==> config.mk <==
export PLATFORM = sky130hd
export DESIGN_NAME = cps_power_ctrl
export DESIGN_NICKNAME = d
export VERILOG_FILES = /design/src/shared/cps_pkg.sv /design/src/hw/cps_dbl_write.sv /design/src/hw/cps_power_ctrl.sv
export SDC_FILE = /design/constraint.sdc
export NUM_CORES = 1
export LEC_CHECK = 0
export BUFFER_PORTS_ARGS = -buffer_cell sky130_fd_sc_hd__buf_2
export CORE_MARGIN = 3
export CORE_UTILIZATION = 35
export DETAILED_ROUTE_END_ITERATION = 8
export PLACE_DENSITY = 0.7
export REMOVE_ABC_BUFFERS = 1
export SYNTH_ARGS = -nofsm -noshare
export SYNTH_HDL_FRONTEND = slang
export SYNTH_SLANG_ARGS = --single-unit
==> constraint.sdc <==
create_clock -name core_clk -period 4.3 [get_ports core_clk]
set_clock_uncertainty 0.05 [all_clocks]
set_input_delay 0.86 -clock core_clk [delete_from_list [all_inputs] [get_ports core_clk]]
set_output_delay 0.86 -clock core_clk [all_outputs]
set_load 0.01 [all_outputs]
==> src/shared/cps_pkg.sv <==
/*
  Shared constants and carriers for the chip power state controller: the power
  control register layout, power state codes, timing counts and the packed
  structs that carry register requests, host activity and clock controls.
  Assumes a 32-bit register word and a 20 MHz core clock.
*/
package cps_pkg;

  // ---------------------------------------------------------------------------
  // Register map
  // ---------------------------------------------------------------------------
  localparam int unsigned CPS_ADDR_W        = 12;
  localparam logic [11:0] CPS_PWR_CTRL_OFFS = 12'h084;

  localparam int unsigned CPS_MODE_LSB  = 29;
  localparam int unsigned CPS_SLEEP_BIT = 28;
  localparam int unsigned CPS_WAKE_BIT  = 27;
  localparam int unsigned CPS_IND_BIT   = 26;
  localparam int unsigned CPS_TU_BIT    = 25;
  localparam int unsigned CPS_SU_BIT    = 22;
  localparam int unsigned CPS_READY_BIT = 0;
  localparam int unsigned CPS_MODE_LANE = 3;
  localparam int unsigned CPS_SU_LANE   = 2;

  // ---------------------------------------------------------------------------
  // Power state codes and reset values
  // ---------------------------------------------------------------------------
  localparam logic [2:0] CPS_STATE_ACTIVE      = 3'h0;
  localparam logic [2:0] CPS_STATE_LIGHT_SLEEP = 3'h1;
  localparam logic [2:0] CPS_STATE_PLL_OFF     = 3'h2;
  localparam logic [2:0] CPS_STATE_DEEP_SLEEP  = 3'h3;
  localparam logic [2:0] CPS_MODE_RST          = 3'h0;
  localparam logic       CPS_BIT_RST           = 1'b0;

  // ---------------------------------------------------------------------------
  // Timing
  // ---------------------------------------------------------------------------
  localparam int unsigned CPS_CLK_PERIOD_NS   = 50;
  localparam int unsigned CPS_WAKE_BOUND_US   = 2000;
  localparam int unsigned CPS_WAKE_BOUND_CYC  = CPS_WAKE_BOUND_US * 1000 / CPS_CLK_PERIOD_NS;
  localparam int unsigned CPS_PLL_SETTLE_CYC  = 16;
  localparam int unsigned CPS_IND_N_DFLT      = 4;

  // ---------------------------------------------------------------------------
  // Carriers
  // ---------------------------------------------------------------------------
  typedef enum logic [1:0] {
    CPS_ST_ACTIVE,
    CPS_ST_SLEEP,
    CPS_ST_WAKE
  } cps_state_e;

  typedef struct packed {
    logic                  req;
    logic                  wr;
    logic [CPS_ADDR_W-1:0] addr;
    logic [3:0]            be;
    logic [31:0]           wdata;
  } cps_reg_req_s;

  typedef struct packed {
    logic        ack;
    logic [31:0] rdata;
  } cps_reg_rsp_s;

  typedef struct packed {
    logic hbi_cs;
    logic hbi_wr;
    logic hbi_rnw;
    logic strobe_enable;
    logic serial_select_n;
    logic serial_clk;
    logic read_done;
  } cps_host_act_s;

  typedef struct packed {
    logic sys_clk_en;
    logic pll_off_req;
    logic xtal_off;
    logic time_unit_clk_en;
    logic stamp_unit_clk_en;
  } cps_clk_ctl_s;

endpackage

==> src/hw/cps_dbl_write.sv <==
/*
  A control bit guarded against stray writes: it sets only on the second of
  two consecutive writes of one, and any write of zero clears it and the count.
  Assumes wr is a one-cycle pulse per accepted register write to this lane.
*/
`timescale 1ns/10ps
module cps_dbl_write
  import cps_pkg::*;
(
  input  wire logic core_clk,
  input  wire logic rst_n,
  input  wire logic wr,
  input  wire logic wbit,
  output logic      bit_q
);

  logic armed_q;
  logic armed_d;
  logic bit_d;

  always_comb begin
    armed_d = armed_q;
    bit_d   = bit_q;
    if (wr) begin
      if (wbit) begin
        bit_d   = armed_q | bit_q;
        armed_d = 1'b1;
      end else begin
        bit_d   = 1'b0;
        armed_d = 1'b0;
      end
    end
  end

  always_ff @(posedge core_clk or negedge rst_n) begin
    if (!rst_n) begin
      armed_q <= CPS_BIT_RST;
      bit_q   <= CPS_BIT_RST;
    end else begin
      armed_q <= armed_d;
      bit_q   <= bit_d;
    end
  end

  // ---------------------------------------------------------------------------
  // Checks
  // ---------------------------------------------------------------------------
  a_set_needs_two: assert property (@(posedge core_clk) disable iff (!rst_n)
    $rose(bit_q) |-> $past(wr && wbit) && $past(armed_q))
    else $error("guarded bit set without two writes of one");

  a_zero_clears: assert property (@(posedge core_clk) disable iff (!rst_n)
    (wr && !wbit) |=> !bit_q && !armed_q)
    else $error("write of zero did not clear guarded bit");

endmodule

==> src/hw/cps_power_ctrl.sv <==
/*
  Chip power state controller: the power control register, the sleep and wake
  sequence, clock and PLL requests, host interface gating and indicator gating.
  Assumes the host interface logic decodes accesses into the register request
  port and reports raw host pin activity, all synchronous to core_clk.
*/
// Behaviour
// - State field write dropped when sleep set
// - Sleep set dropped when state field changes
// - State codes: active, light, PLL-off, deep
// - Sleep request enters state; reads one
// - Ready forced low in low power
// - Host interfaces off while sleeping
// - Auto wake on events when enabled
// - Parallel bus write starts manual wake
// - Writes ignored until awake and read
// - Serial cycle wakes; serial ignored meanwhile
// - Ready rises after PLL re-stabilizes
// - Wake completion clears state and sleep
// - Wake completes within two milliseconds
// - Power register readable in any state
// - Clock-off bits need two writes
// - Clock-off bits gate time, stamp units
// - Indicator off: undriven or inactive level
// - Low power stops system clocks; PLL-off and deep also the PLL, deep the crystal
// - Deep sleep exits only manually
`timescale 1ns/10ps
module cps_power_ctrl
  import cps_pkg::*;
#(
  parameter int unsigned IND_N          = CPS_IND_N_DFLT,
  parameter int unsigned WAKE_BOUND_CYC = CPS_WAKE_BOUND_CYC,
  parameter int unsigned PLL_SETTLE_CYC = CPS_PLL_SETTLE_CYC
)(
  input  wire logic             core_clk,
  input  wire logic             rst_n,
  input  wire cps_reg_req_s     reg_req,
  output cps_reg_rsp_s          reg_rsp,
  input  wire cps_host_act_s    host_act,
  input  wire logic             wake_event,
  input  wire logic             pll_lock,
  output cps_clk_ctl_s          clk_ctl,
  output logic                  device_ready,
  output logic                  hbi_write_allow,
  output logic                  serial_allow,
  input  wire logic [IND_N-1:0] ind_level,
  input  wire logic [IND_N-1:0] ind_drive_en,
  input  wire logic [IND_N-1:0] ind_push_pull,
  input  wire logic [IND_N-1:0] ind_inactive,
  output logic      [IND_N-1:0] ind_out,
  output logic      [IND_N-1:0] ind_oe
);

  localparam int unsigned BW = $clog2(WAKE_BOUND_CYC + 1);
  localparam int unsigned SW = $clog2(PLL_SETTLE_CYC + 1);

  // ---------------------------------------------------------------------------
  // Host access decode
  // ---------------------------------------------------------------------------
  cps_state_e     st_q;
  cps_state_e     st_d;
  logic [2:0]     mode_q;
  logic [2:0]     mode_d;
  logic           sleep_q;
  logic           sleep_d;
  logic           auto_q;
  logic           auto_d;
  logic           ind_off_q;
  logic           ind_off_d;
  logic           hbi_lock_q;
  logic           hbi_lock_d;
  logic [BW-1:0]  bound_cnt_q;
  logic [BW-1:0]  bound_cnt_d;
  logic [SW-1:0]  settle_cnt_q;
  logic [SW-1:0]  settle_cnt_d;
  logic           tu_off_q;
  logic           su_off_q;
  logic           hit;
  logic           wr_ok;
  logic           mode_lane;
  logic           sleep_wr1;
  logic           mode_new;
  logic           hbi_wr_seen;
  logic           serial_seen;
  logic           auto_wake;
  logic           wake_done;
  logic [2:0]     wr_mode;
  logic [31:0]    rd_word;
  cps_reg_rsp_s   rsp_d;
  cps_clk_ctl_s   clk_d;
  logic           ready_d;

  assign hit     = reg_req.req && (reg_req.addr == CPS_PWR_CTRL_OFFS);
  // Writes are taken only while awake and, after a parallel-bus wake, once the host read is done.
  assign wr_ok   = hit && reg_req.wr && (st_q == CPS_ST_ACTIVE) && !hbi_lock_q;
  assign wr_mode = reg_req.wdata[CPS_MODE_LSB +: 3];
  assign mode_lane = wr_ok && reg_req.be[CPS_MODE_LANE];
  assign sleep_wr1 = mode_lane && reg_req.wdata[CPS_SLEEP_BIT];
  assign mode_new  = mode_lane && (wr_mode != mode_q);

  // Wake detection looks only at the sleep state, so traffic while active has
  // no side effect.
  assign hbi_wr_seen = host_act.hbi_cs &&
                       (host_act.hbi_wr || (!host_act.hbi_rnw && host_act.strobe_enable));
  assign serial_seen = !host_act.serial_select_n && host_act.serial_clk;
  assign auto_wake   = wake_event && auto_q && (mode_q != CPS_STATE_DEEP_SLEEP);

  // ---------------------------------------------------------------------------
  // Sleep and wake sequence
  // ---------------------------------------------------------------------------
  always_comb begin
    st_d         = st_q;
    bound_cnt_d  = bound_cnt_q;
    settle_cnt_d = settle_cnt_q;
    hbi_lock_d   = hbi_lock_q;
    wake_done    = 1'b0;
    unique case (st_q)
      CPS_ST_ACTIVE: begin
        if (sleep_q) begin
          st_d = CPS_ST_SLEEP;
        end
        if (host_act.read_done) begin
          hbi_lock_d = 1'b0;
        end
      end
      CPS_ST_SLEEP: begin
        bound_cnt_d  = '0;
        settle_cnt_d = '0;
        if (hbi_wr_seen) begin
          hbi_lock_d = 1'b1;
        end
        if (hbi_wr_seen || serial_seen || auto_wake) begin
          st_d = CPS_ST_WAKE;
        end
      end
      CPS_ST_WAKE: begin
        bound_cnt_d = bound_cnt_q + BW'(1);
        if (!pll_lock) begin
          settle_cnt_d = '0;
        end else if (settle_cnt_q != SW'(PLL_SETTLE_CYC)) begin
          settle_cnt_d = settle_cnt_q + SW'(1);
        end
        // The bound forces completion so a stuck lock cannot hang the chip;
        // the cost is a possibly unsettled PLL on that rare path.
        if ((pll_lock && settle_cnt_q == SW'(PLL_SETTLE_CYC)) ||
            bound_cnt_q == BW'(WAKE_BOUND_CYC - 1)) begin
          st_d      = CPS_ST_ACTIVE;
          wake_done = 1'b1;
        end
      end
      default: begin
        st_d = CPS_ST_ACTIVE;
      end
    endcase
  end

  always_ff @(posedge core_clk or negedge rst_n) begin
    if (!rst_n) begin
      st_q         <= CPS_ST_ACTIVE;
      bound_cnt_q  <= '0;
      settle_cnt_q <= '0;
      hbi_lock_q   <= CPS_BIT_RST;
    end else begin
      st_q         <= st_d;
      bound_cnt_q  <= bound_cnt_d;
      settle_cnt_q <= settle_cnt_d;
      hbi_lock_q   <= hbi_lock_d;
    end
  end

  // ---------------------------------------------------------------------------
  // Power control register fields
  // ---------------------------------------------------------------------------
  always_comb begin
    mode_d    = mode_q;
    sleep_d   = sleep_q;
    auto_d    = auto_q;
    ind_off_d = ind_off_q;
    if (mode_lane) begin
      auto_d    = reg_req.wdata[CPS_WAKE_BIT];
      ind_off_d = reg_req.wdata[CPS_IND_BIT];
      if (!sleep_wr1) begin
        mode_d = wr_mode;
      end
      if (sleep_wr1 && !mode_new) begin
        sleep_d = 1'b1;
      end
    end
    if (wake_done) begin
      mode_d  = CPS_STATE_ACTIVE;
      sleep_d = 1'b0;
    end
  end

  always_ff @(posedge core_clk or negedge rst_n) begin
    if (!rst_n) begin
      mode_q    <= CPS_MODE_RST;
      sleep_q   <= CPS_BIT_RST;
      auto_q    <= CPS_BIT_RST;
      ind_off_q <= CPS_BIT_RST;
    end else begin
      mode_q    <= mode_d;
      sleep_q   <= sleep_d;
      auto_q    <= auto_d;
      ind_off_q <= ind_off_d;
    end
  end

  cps_dbl_write u_tu_off (
    .core_clk (core_clk),
    .rst_n    (rst_n),
    .wr       (mode_lane),
    .wbit     (reg_req.wdata[CPS_TU_BIT]),
    .bit_q    (tu_off_q)
  );

  cps_dbl_write u_su_off (
    .core_clk (core_clk),
    .rst_n    (rst_n),
    .wr       (wr_ok && reg_req.be[CPS_SU_LANE]),
    .wbit     (reg_req.wdata[CPS_SU_BIT]),
    .bit_q    (su_off_q)
  );

  // ---------------------------------------------------------------------------
  // Read path, clock requests and status outputs
  // ---------------------------------------------------------------------------
  always_comb begin
    rd_word                   = '0;
    rd_word[CPS_MODE_LSB +: 3] = mode_q;
    rd_word[CPS_SLEEP_BIT]    = sleep_q;
    rd_word[CPS_WAKE_BIT]     = auto_q;
    rd_word[CPS_IND_BIT]      = ind_off_q;
    rd_word[CPS_TU_BIT]       = tu_off_q;
    rd_word[CPS_SU_BIT]       = su_off_q;
    rd_word[CPS_READY_BIT]    = device_ready;
    // Every hit is answered in every state, so a read never hangs.
    rsp_d.ack   = hit;
    rsp_d.rdata = hit ? rd_word : reg_rsp.rdata;
    ready_d     = (st_d == CPS_ST_ACTIVE);
    clk_d.sys_clk_en  = ready_d;
    clk_d.pll_off_req = (st_d == CPS_ST_SLEEP) &&
                        (mode_q == CPS_STATE_PLL_OFF || mode_q == CPS_STATE_DEEP_SLEEP);
    clk_d.xtal_off    = (st_d == CPS_ST_SLEEP) && (mode_q == CPS_STATE_DEEP_SLEEP);
    clk_d.time_unit_clk_en  = ready_d && !tu_off_q;
    clk_d.stamp_unit_clk_en = ready_d && !tu_off_q && !su_off_q;
  end

  always_ff @(posedge core_clk or negedge rst_n) begin
    if (!rst_n) begin
      reg_rsp         <= '0;
      device_ready    <= 1'b1;
      clk_ctl         <= '{sys_clk_en: 1'b1, pll_off_req: 1'b0, xtal_off: 1'b0,
                           time_unit_clk_en: 1'b1, stamp_unit_clk_en: 1'b1};
      hbi_write_allow <= 1'b1;
      serial_allow    <= 1'b1;
    end else begin
      reg_rsp         <= rsp_d;
      device_ready    <= ready_d;
      clk_ctl         <= clk_d;
      hbi_write_allow <= ready_d && !hbi_lock_d;
      serial_allow    <= ready_d;
    end
  end

  // ---------------------------------------------------------------------------
  // Indicator gating
  // ---------------------------------------------------------------------------
  logic [IND_N-1:0] ind_out_d;
  logic [IND_N-1:0] ind_oe_d;

  for (genvar i = 0; i < IND_N; i++) begin : g_ind
    // Push-pull pins hold their inactive level; open pins float.
    assign ind_out_d[i] = ind_off_q ? ind_inactive[i] : ind_level[i];
    assign ind_oe_d[i]  = ind_off_q ? ind_push_pull[i] : ind_drive_en[i];
  end

  always_ff @(posedge core_clk or negedge rst_n) begin
    if (!rst_n) begin
      ind_out <= '0;
      ind_oe  <= '0;
    end else begin
      ind_out <= ind_out_d;
      ind_oe  <= ind_oe_d;
    end
  end

  // ---------------------------------------------------------------------------
  // Checks
  // ---------------------------------------------------------------------------
  a_mode_kept_sleep: assert property (@(posedge core_clk) disable iff (!rst_n)
    (sleep_wr1 && !wake_done) |=> $stable(mode_q))
    else $error("state field changed by a write that also set sleep");

  a_sleep_new_mode: assert property (@(posedge core_clk) disable iff (!rst_n)
    (mode_new && !sleep_q) |=> !sleep_q)
    else $error("sleep request taken with new state field");

  a_sleep_enters: assert property (@(posedge core_clk) disable iff (!rst_n)
    (sleep_wr1 && !mode_new) |=> ##1 (st_q == CPS_ST_SLEEP))
    else $error("sleep request did not enter sleep");

  a_ready_low_sleep: assert property (@(posedge core_clk) disable iff (!rst_n)
    (st_q != CPS_ST_ACTIVE) |-> !device_ready && !clk_ctl.sys_clk_en && !serial_allow)
    else $error("ready or clocks on outside active state");

  a_auto_wake: assert property (@(posedge core_clk) disable iff (!rst_n)
    (st_q == CPS_ST_SLEEP && auto_wake) |=> (st_q == CPS_ST_WAKE))
    else $error("enabled wake event did not start wake");

  a_deep_manual: assert property (@(posedge core_clk) disable iff (!rst_n)
    (st_q == CPS_ST_SLEEP && (!auto_q || mode_q == CPS_STATE_DEEP_SLEEP) &&
     !hbi_wr_seen && !serial_seen) |=> (st_q == CPS_ST_SLEEP))
    else $error("left sleep without a permitted wake");

  a_manual_wake: assert property (@(posedge core_clk) disable iff (!rst_n)
    (st_q == CPS_ST_SLEEP && (hbi_wr_seen || serial_seen)) |=> (st_q == CPS_ST_WAKE))
    else $error("host activity did not start wake");

  a_wake_clears: assert property (@(posedge core_clk) disable iff (!rst_n)
    (st_q == CPS_ST_WAKE && st_d == CPS_ST_ACTIVE) |=>
      (mode_q == CPS_STATE_ACTIVE) && !sleep_q && device_ready)
    else $error("wake completion left fields set");

  a_wake_bound: assert property (@(posedge core_clk) disable iff (!rst_n)
    (st_q == CPS_ST_WAKE) |-> (bound_cnt_q < BW'(WAKE_BOUND_CYC)))
    else $error("wake ran past its bound");

  a_write_lock: assert property (@(posedge core_clk) disable iff (!rst_n)
    (st_q == CPS_ST_SLEEP && hbi_wr_seen) |=> ##1 !hbi_write_allow)
    else $error("writes allowed right after parallel wake");

  c_sleep_cycle: cover property (@(posedge core_clk) disable iff (!rst_n)
    (st_q == CPS_ST_WAKE) ##1 (st_q == CPS_ST_ACTIVE));
  c_deep_entry: cover property (@(posedge core_clk) disable iff (!rst_n)
    (st_q == CPS_ST_SLEEP) && clk_ctl.xtal_off);
  c_tu_off: cover property (@(posedge core_clk) disable iff (!rst_n)
    $rose(tu_off_q));

endmodule

Word-level counts from Yosys, hierarchy flattened
Index checks and enable logic that the tools add are counted.
{"block": "classes", "add_sub_neg": 2, "n_eq_ne": 13, "n_mux": 31, "bitwise": 2, "reduce_logical": 40}
{"operator": "$pmux W16 S2", "n": 1}
{"operator": "$logic_and A1 B1 Y1", "n": 20}
{"operator": "$mux W1", "n": 19}
{"operator": "$add A16 B1 Y16 const B", "n": 1}
{"operator": "$eq A16 B16 Y1 const B", "n": 1}
{"operator": "$eq A12 B8 Y1 const B", "n": 1}
{"operator": "$mux W5", "n": 2}
{"operator": "$pmux W5 S2", "n": 1}
{"operator": "$mux W3", "n": 3}
{"operator": "$logic_not A1 Y1", "n": 7}
{"operator": "$eq A3 B2 Y1 const B", "n": 2}
{"operator": "$mux W2", "n": 3}
{"operator": "$pmux W2 S3", "n": 1}
{"operator": "$reduce_and A2 Y1", "n": 3}
{"operator": "$reduce_bool A2 Y1", "n": 3}
{"operator": "$add A5 B1 Y5 const B", "n": 1}
{"operator": "$eq A5 B5 Y1 const B", "n": 1}
{"operator": "$logic_or A1 B1 Y1", "n": 5}
{"operator": "$ne A5 B5 Y1 const B", "n": 1}
{"operator": "$eq A2 B1 Y1 const B", "n": 2}
{"operator": "$logic_not A2 Y1", "n": 2}
{"operator": "$ne A3 B2 Y1 const B", "n": 1}
{"operator": "$ne A3 B3 Y1", "n": 1}
{"operator": "$ne A3 B3 Y1 const B", "n": 1}
{"operator": "other kinds (4)", "n": 5}
{"block": "totals", "regBits": 58, "in_bits": 77, "wordCells": 110}

Longest topological paths before layout
Gate-level depths: netlist (run 1).
{"block": "logic_depth", "ltp_word": 12, "ltp_mapped": 7, "mapped_depth_nobuf": 7}

Hierarchy
Synthesis (run 1) repeated with hierarchy kept, for this count alone.
{"block": "unflattened", "cells_unflattened": 305, "hier_area_um2": 2980.4}
{"mod": "cps_power_ctrl", "n_inst": 1, "cells_per_inst": 293, "area_per_inst_um2": 2822.7}
{"mod": "cps_dbl_write", "n_inst": 2, "cells_per_inst": 6, "area_per_inst_um2": 78.8}

Least setup slack after synthesis (run 1)
OpenSTA, ideal clock, no wires.
{"block": "synth_timing", "kind": "register to register", "start": "register bound_cnt_q[9]", "end": "register clk_ctl[3] in the netlist's numbering", "setup_ps": 121, "arrival_time_ps": 2121, "required_time_ps": 4129, "setup_slack_ps": 2008, "stages_incl_launch_ff": 6, "n_path_buf": 0, "period_less_slack_ps": 2292, "cell_sequence": "dfrtp_1 -> or4b_1 -> or4_4 -> and2_1 -> o31a_1 -> and4bb_1"}
{"element": "start, declared", "line_no": "cps_power_ctrl.sv:72", "text": "logic [BW-1:0] bound_cnt_q;"}
{"element": "start signal, assigned", "line_no": "cps_power_ctrl.sv:165", "text": "bound_cnt_q <= bound_cnt_d;"}
{"element": "end signal, assigned", "line_no": "cps_power_ctrl.sv:253", "text": "clk_ctl <= '{sys_clk_en: 1'b1, pll_off_req: 1'b0, xtal_off: 1'b0,"}
{"element": "end signal, assigned", "line_no": "cps_power_ctrl.sv:260", "text": "clk_ctl <= clk_d;"}
{"element": "end, declared", "line_no": "cps_power_ctrl.sv:42", "text": "output cps_clk_ctl_s clk_ctl,"}

==> impl_metrics.toml, run 1 <==
[cells_and_area]
drive_gt1_share_pct = 30.3
syn_to_final_growth_pct = 21.0
antenna_cells = 0
layout_common_cells = "buf_2, dfrtp_1, nand2_1"
finalInstanceArea_mm2 = 0.00342
final_common_cell = "buf_2"
nets = 445

[setup_path]
r2r_cells = 7
crit_family = "compound AO/OA/AOI/OAI gates"
crit_buf_inv = 2
slowest_delay_ps = 790
r2r-start = "st_q[0]"
arrival_ps = 2920
path_class = "reg2reg"
cp_max_fo = 7
cp-start-kind = "flop"
crit_path_end_kind = "flop"
reg2reg_slack_ps = 1560
reg2reg_to = "clk_ctl[3]"
path_common_cell = "inv_1"
slowest_stage = "a211oi_1"
required_ps = 4480
crit_path_cell_trace = "inv_1, ha_1, inv_1, a41oi_1, a221oi_1, a211oi_1, and4bb_1"

[cts]
cts_resized = 0
clk_latency_ps = 330
cts_max_level = 3
cts_hold_buf = 0
cts_tree = "yes"
clock-sinks = 58
cts_buffers = 9
clockBufferDepth = 2
root_buffer = "clkbuf_8"
postCtsSetupBuffers = 0
path_clk_slew_ps = 70

[floorplanning]
fp.coreArea_mm2 = 0.00781
die_w_um = 95.9
start_util_pct = 36.2
io_pins = 126
die_area_mm2 = 0.00920
die_h_um = 95.9
rows = 32

[timing]
tightest_slew_ps = 916
slew_headroom_pct = 38.6
setup_viol = 0
hold_violations = 0
drv_slew = 0
rsz0062_at_grt = "no"
timing.final.crit_share_pct = 63.6
fmax_mhz = 365
finalSetupTns_ps = 0
min_period_ps = 2740

[placement]
port_buffers = 76
placed_area_mm2 = 0.00323
gp_congestion = 0.822
hpwl_um = 4330

[synthesis]
ys.flop_type = "dfrtp_1"
ys.warnings.count = 0
synth_edf_count = 0
async_flop_share_pct = 100
syn_area_mm2 = 0.00283
synth_area_per_cell_um2 = 10.1
netlist_instances = 279
synth_seq_cells = 58
ys_seq_area_share_pct = 51.5
ys_types = 41

[detailed_routing]
first_pass_iters = 4
drc = 0
finalWirelength_um = 5700
wire_per_inst_um = 12.2
ant_nets = 0
via_count = 2193
drt_iter0_markers = 71
vias_per_cell = 4.69

[grt]
antenna_found_initial = 0
grt_pass1_vias = 2016
grt_pass1_wl_um = 8900
grt_overflow = 0
grt_usage_pct = 12.3
grt_max_degree = 31

[hold_path]
hp-start = "u_su_off.bit_q"
min_path_cells = 1
hold_path_class = "reg2reg"
whs_endpoint = "clk_ctl[0]"

[flow_run]
cap_viol_max_count = 0

[pwr]
p_leak_uw = 0.00169
power.density_mw_per_mm2 = 322
power.total_uw = 1100
vdd_ir_drop_max_mv = 0.196

[status]
outcome = "finished clean"
-- synth_stat cells, types with 7 or more instances --
library cell	number	area [um^2]
xor2_1	10	87.6
inv_1	8	30.0
dfrtp_1	54	1350
nor3_1	9	45.0
a21oi_1	8	40.0
mux2_2	12	135
o21ai_0	9	45.0
nand3_1	12	60.1
nand2_1	41	154
buf_4	25	188
nor2_1	27	101
ha_1	7	87.6
-- through the flow --
stage	hold slack (ps)	worst slack (ps)	utilization (%)	cells
after global routing	440	1260	43.8	468
after detailed placement	401	1640	41.4	452
final	392	1560	43.8	468
after floorplan	350	1770	-	272
after CTS	411	1600	43.8	468
after global placement	387	1610	41.4	452
-- power by group --
part	total (uW)	switching (uW)	internal [uW]	leakage [uW]
registers	559	4.27	555	0.000778
logic	80.7	47.9	32.8	0.000819
clock network	464	210	254	0.0000944
total	1100	262	842	0.00169
-- sequential cells by signal, indices dropped and copies added (netlist names) --
name              count
auto_q                1
bound_cnt_q          16
clk_ctl               4
hbi_lock_q            1
hbi_write_allow       1
ind_oe                4
ind_off_q             1
ind_out               4
mode_q                3
reg_rsp              10
serial_allow          1
settle_cnt_q          5
sleep_q               1
st_q                  2
u_su_off.armed_q      1
u_su_off.bit_q        1
u_tu_off.armed_q      1
u_tu_off.bit_q        1
-- worst max-delay path by stage --
stage | start | end | depth (start not counted)
detailed placement | pll_lock | clk_ctl[3] | 5
floorplan | reg_req[37] | mode_q[0] | 5
finish | st_q[0] | clk_ctl[3] | 7
CTS | st_q[0] | clk_ctl[3] | 7
global route | st_q[0] | clk_ctl[3] | 7
global placement | pll_lock | clk_ctl[3] | 5
-- logic make-up after synthesis --
logic type	Yosys count	share of synthesized area (%)
compound gates	28	6.15
mux	16	6.19
simple gates	116	20.0
xor+xnor	15	4.64
other cells	1	0.132
buf+inv	38	8.36
fa+ha+maj	7	3.09
flops	58	51.5
-- routing by layer --
layer  track usage [%]  routed length [um]  up-vias
li1                  -                   -     1068
met5                 0                   0        -
met4              2.96                  14        0
met2              20.4                2850       66
met3              4.85                 410        3
met1              15.1                2420     1056
-- layout make-up --
cell class              count  area, um^2
repair buffers             78         395
clock inverters             4        25.0
inverters                   9        33.8
multi-input cells         205        1220
fillers                   765        4380
flip-flops and latches     58        1460
clock buffers              12         165
well taps                 102         128
No activity file was read; power rests on OpenSTA's default activity.
==> inputs of run 2 (changes only) <==
Clock period 4.3 ns to 2.85 ns, I/O delays scaled along.
==> impl_metrics.toml, run 2 (synthesis results as in run 1) <==
[timing]
slew_headroom_pct = 38.8
timing.final.crit_share_pct = 87.0
tightest_slew_ps = 906
setup_viol = 0
rsz0062_at_grt = "no"
drv_slew = 0
fmax_mhz = 403
finalSetupTns_ps = 0
min_period_ps = 2480
hold_violations = 0

[cts]
postCtsSetupBuffers = 0
path_clk_slew_ps = 60
cts_hold_buf = 0
cts_tree = "yes"
cts_buffers = 9
root_buffer = "clkbuf_8"
clk_latency_ps = 340
cts_resized = 0
cts_max_level = 3
clockBufferDepth = 2
clock-sinks = 58

[pwr]
p_sw_uw = 398
p_sw_share_pct = 21.5
power.total_uw = 1850
vdd_ir_drop_max_mv = 0.356
seq_power_share_pct = 45.6
cellInternalPower_uw = 1450
p_leak_uw = 0.00174
power.density_mw_per_mm2 = 528
clkPwrFrac_pct = 47.6
p_comb_share_pct = 6.8

[setup_path]
r2r_cells = 6
reg2reg_slack_ps = 370
reg2reg_to = "clk_ctl[0]"
arrival_ps = 2670
required_ps = 3040
path_class = "reg2reg"
crit_path_end_kind = "flop"
cp-start-kind = "flop"
r2r-start = "bound_cnt_q[9]"
cp_max_fo = 6
startpoint = "bound_cnt_q[9]"

[cells_and_area]
antenna_cells = 0
register_area_mm2 = 0.00146
multiInputGateArea_mm2 = 0.00122
nets = 448
fin_util_pct = 44.9
layout_common_cells = "buf_2, dfrtp_1, nand2_1"
final_common_cell = "buf_2"
reg_top3 = "bound_cnt_q: 16 flops, reg_rsp: 10 flops, settle_cnt_q: 5 flops"
largest_register_ffs = 16
nFillCells = 756
drive_gt1_share_pct = 30.9
finalInstanceArea_mm2 = 0.00351
syn_to_final_growth_pct = 23.9
top_register = "bound_cnt_q"
layoutNonFillerInstCount = 471

[floorplanning]
io_pins = 126
fp.coreArea_mm2 = 0.00781
start_util_pct = 36.2
die_h_um = 95.9
rows = 32
die_area_mm2 = 0.00920
die_w_um = 95.9

[status]
outcome = "finished clean"

[detailed_routing]
via_count = 2212
ant_nets = 0
wire_per_inst_um = 12.2
drt_iter0_markers = 61
vias_per_cell = 4.70
finalWirelength_um = 5730
drc = 0
first_pass_iters = 4

[grt]
grt_usage_pct = 12.7
grt_overflow = 0
antenna_found_initial = 0
grt_pass1_vias = 2104
grt_pass1_wl_um = 9050
grt_max_degree = 31

[placement]
hpwl_um = 4380
gp_congestion = 0.809
dp.cells = 455
port_buffers = 76
placed_area_mm2 = 0.00327

[flow_run]
cap_viol_max_count = 0

[hold_path]
hold_path_class = "in2async"
run 2: cell types whose count changed in the layout (fill, tap and decap cells not counted), sizes merged:
| cell | change |
|---|---|
| clkinv | -1 |
| buf | +3 |
| bufinv | +2 |
| clkinvlp | -1 |
run 2: worst max-delay path: stages (launching register included):
cell and delay [ps]:
dfrtp_1 430, or4b_1 530, or4_4 570, a221oi_1 290, a211oi_1 110, buf_4 170, nor4_1 230
run 2: power groups by stage:
| stage | Sequential [uW] | Combinational [uW] | Clock (uW) |
|---|---|---|---|
| 2_1_floorplan | 864 | 47.2 | 0 |
| 3_3_place_gp | 858 | 124 | 0 |
| 3_5_place_dp | 858 | 127 | 0 |
| 4_1_cts | 843 | 128 | 900 |
| 5_1_grt | 844 | 142 | 946 |
| 6_report | 843 | 126 | 880 |
run 2: final cells by class:
| class | count | area share (%) |
|---|---|---|
| flip-flops and latches | 58 | 41.5 |
| multi-input cells | 205 | 34.8 |
| repair buffers | 81 | 12.3 |
| clock buffers | 12 | 4.71 |
| well taps | 102 | 3.64 |
| clock inverters | 4 | 2.07 |
| inverters | 9 | 0.964 |
run 2: per-stage QoR:
| stage | hold WS [ps] | setup WS, ps |
|---|---|---|
| 6_report | 225 | 370 |
| 5_1_grt | 255 | 273 |
| 4_1_cts | 244 | 382 |
| 3_5_place_dp | 392 | 398 |
| 3_3_place_gp | 382 | 416 |
| 2_1_floorplan | 224 | 558 |
run 2: worst max-delay path by stage:
stage | endpoint | cells after the start
2_1_floorplan | clk_ctl[3] | 5
3_3_place_gp | clk_ctl[0] | 6
3_5_place_dp | clk_ctl[0] | 6
4_1_cts | clk_ctl[0] | 6
5_1_grt | clk_ctl[1] | 6
6_report | clk_ctl[0] | 6
run 2: metal layers:
metal | GRT usage [%] | vias to the layer above | share of wire [%]
met1 | 14.5 | 1066 | 42
met3 | 5.39 | 3 | 6.8
met2 | 22.1 | 65 | 51
met5 | 0 | - | 0
met4 | 2.84 | 0 | 0.47
li1 | - | 1078 | -
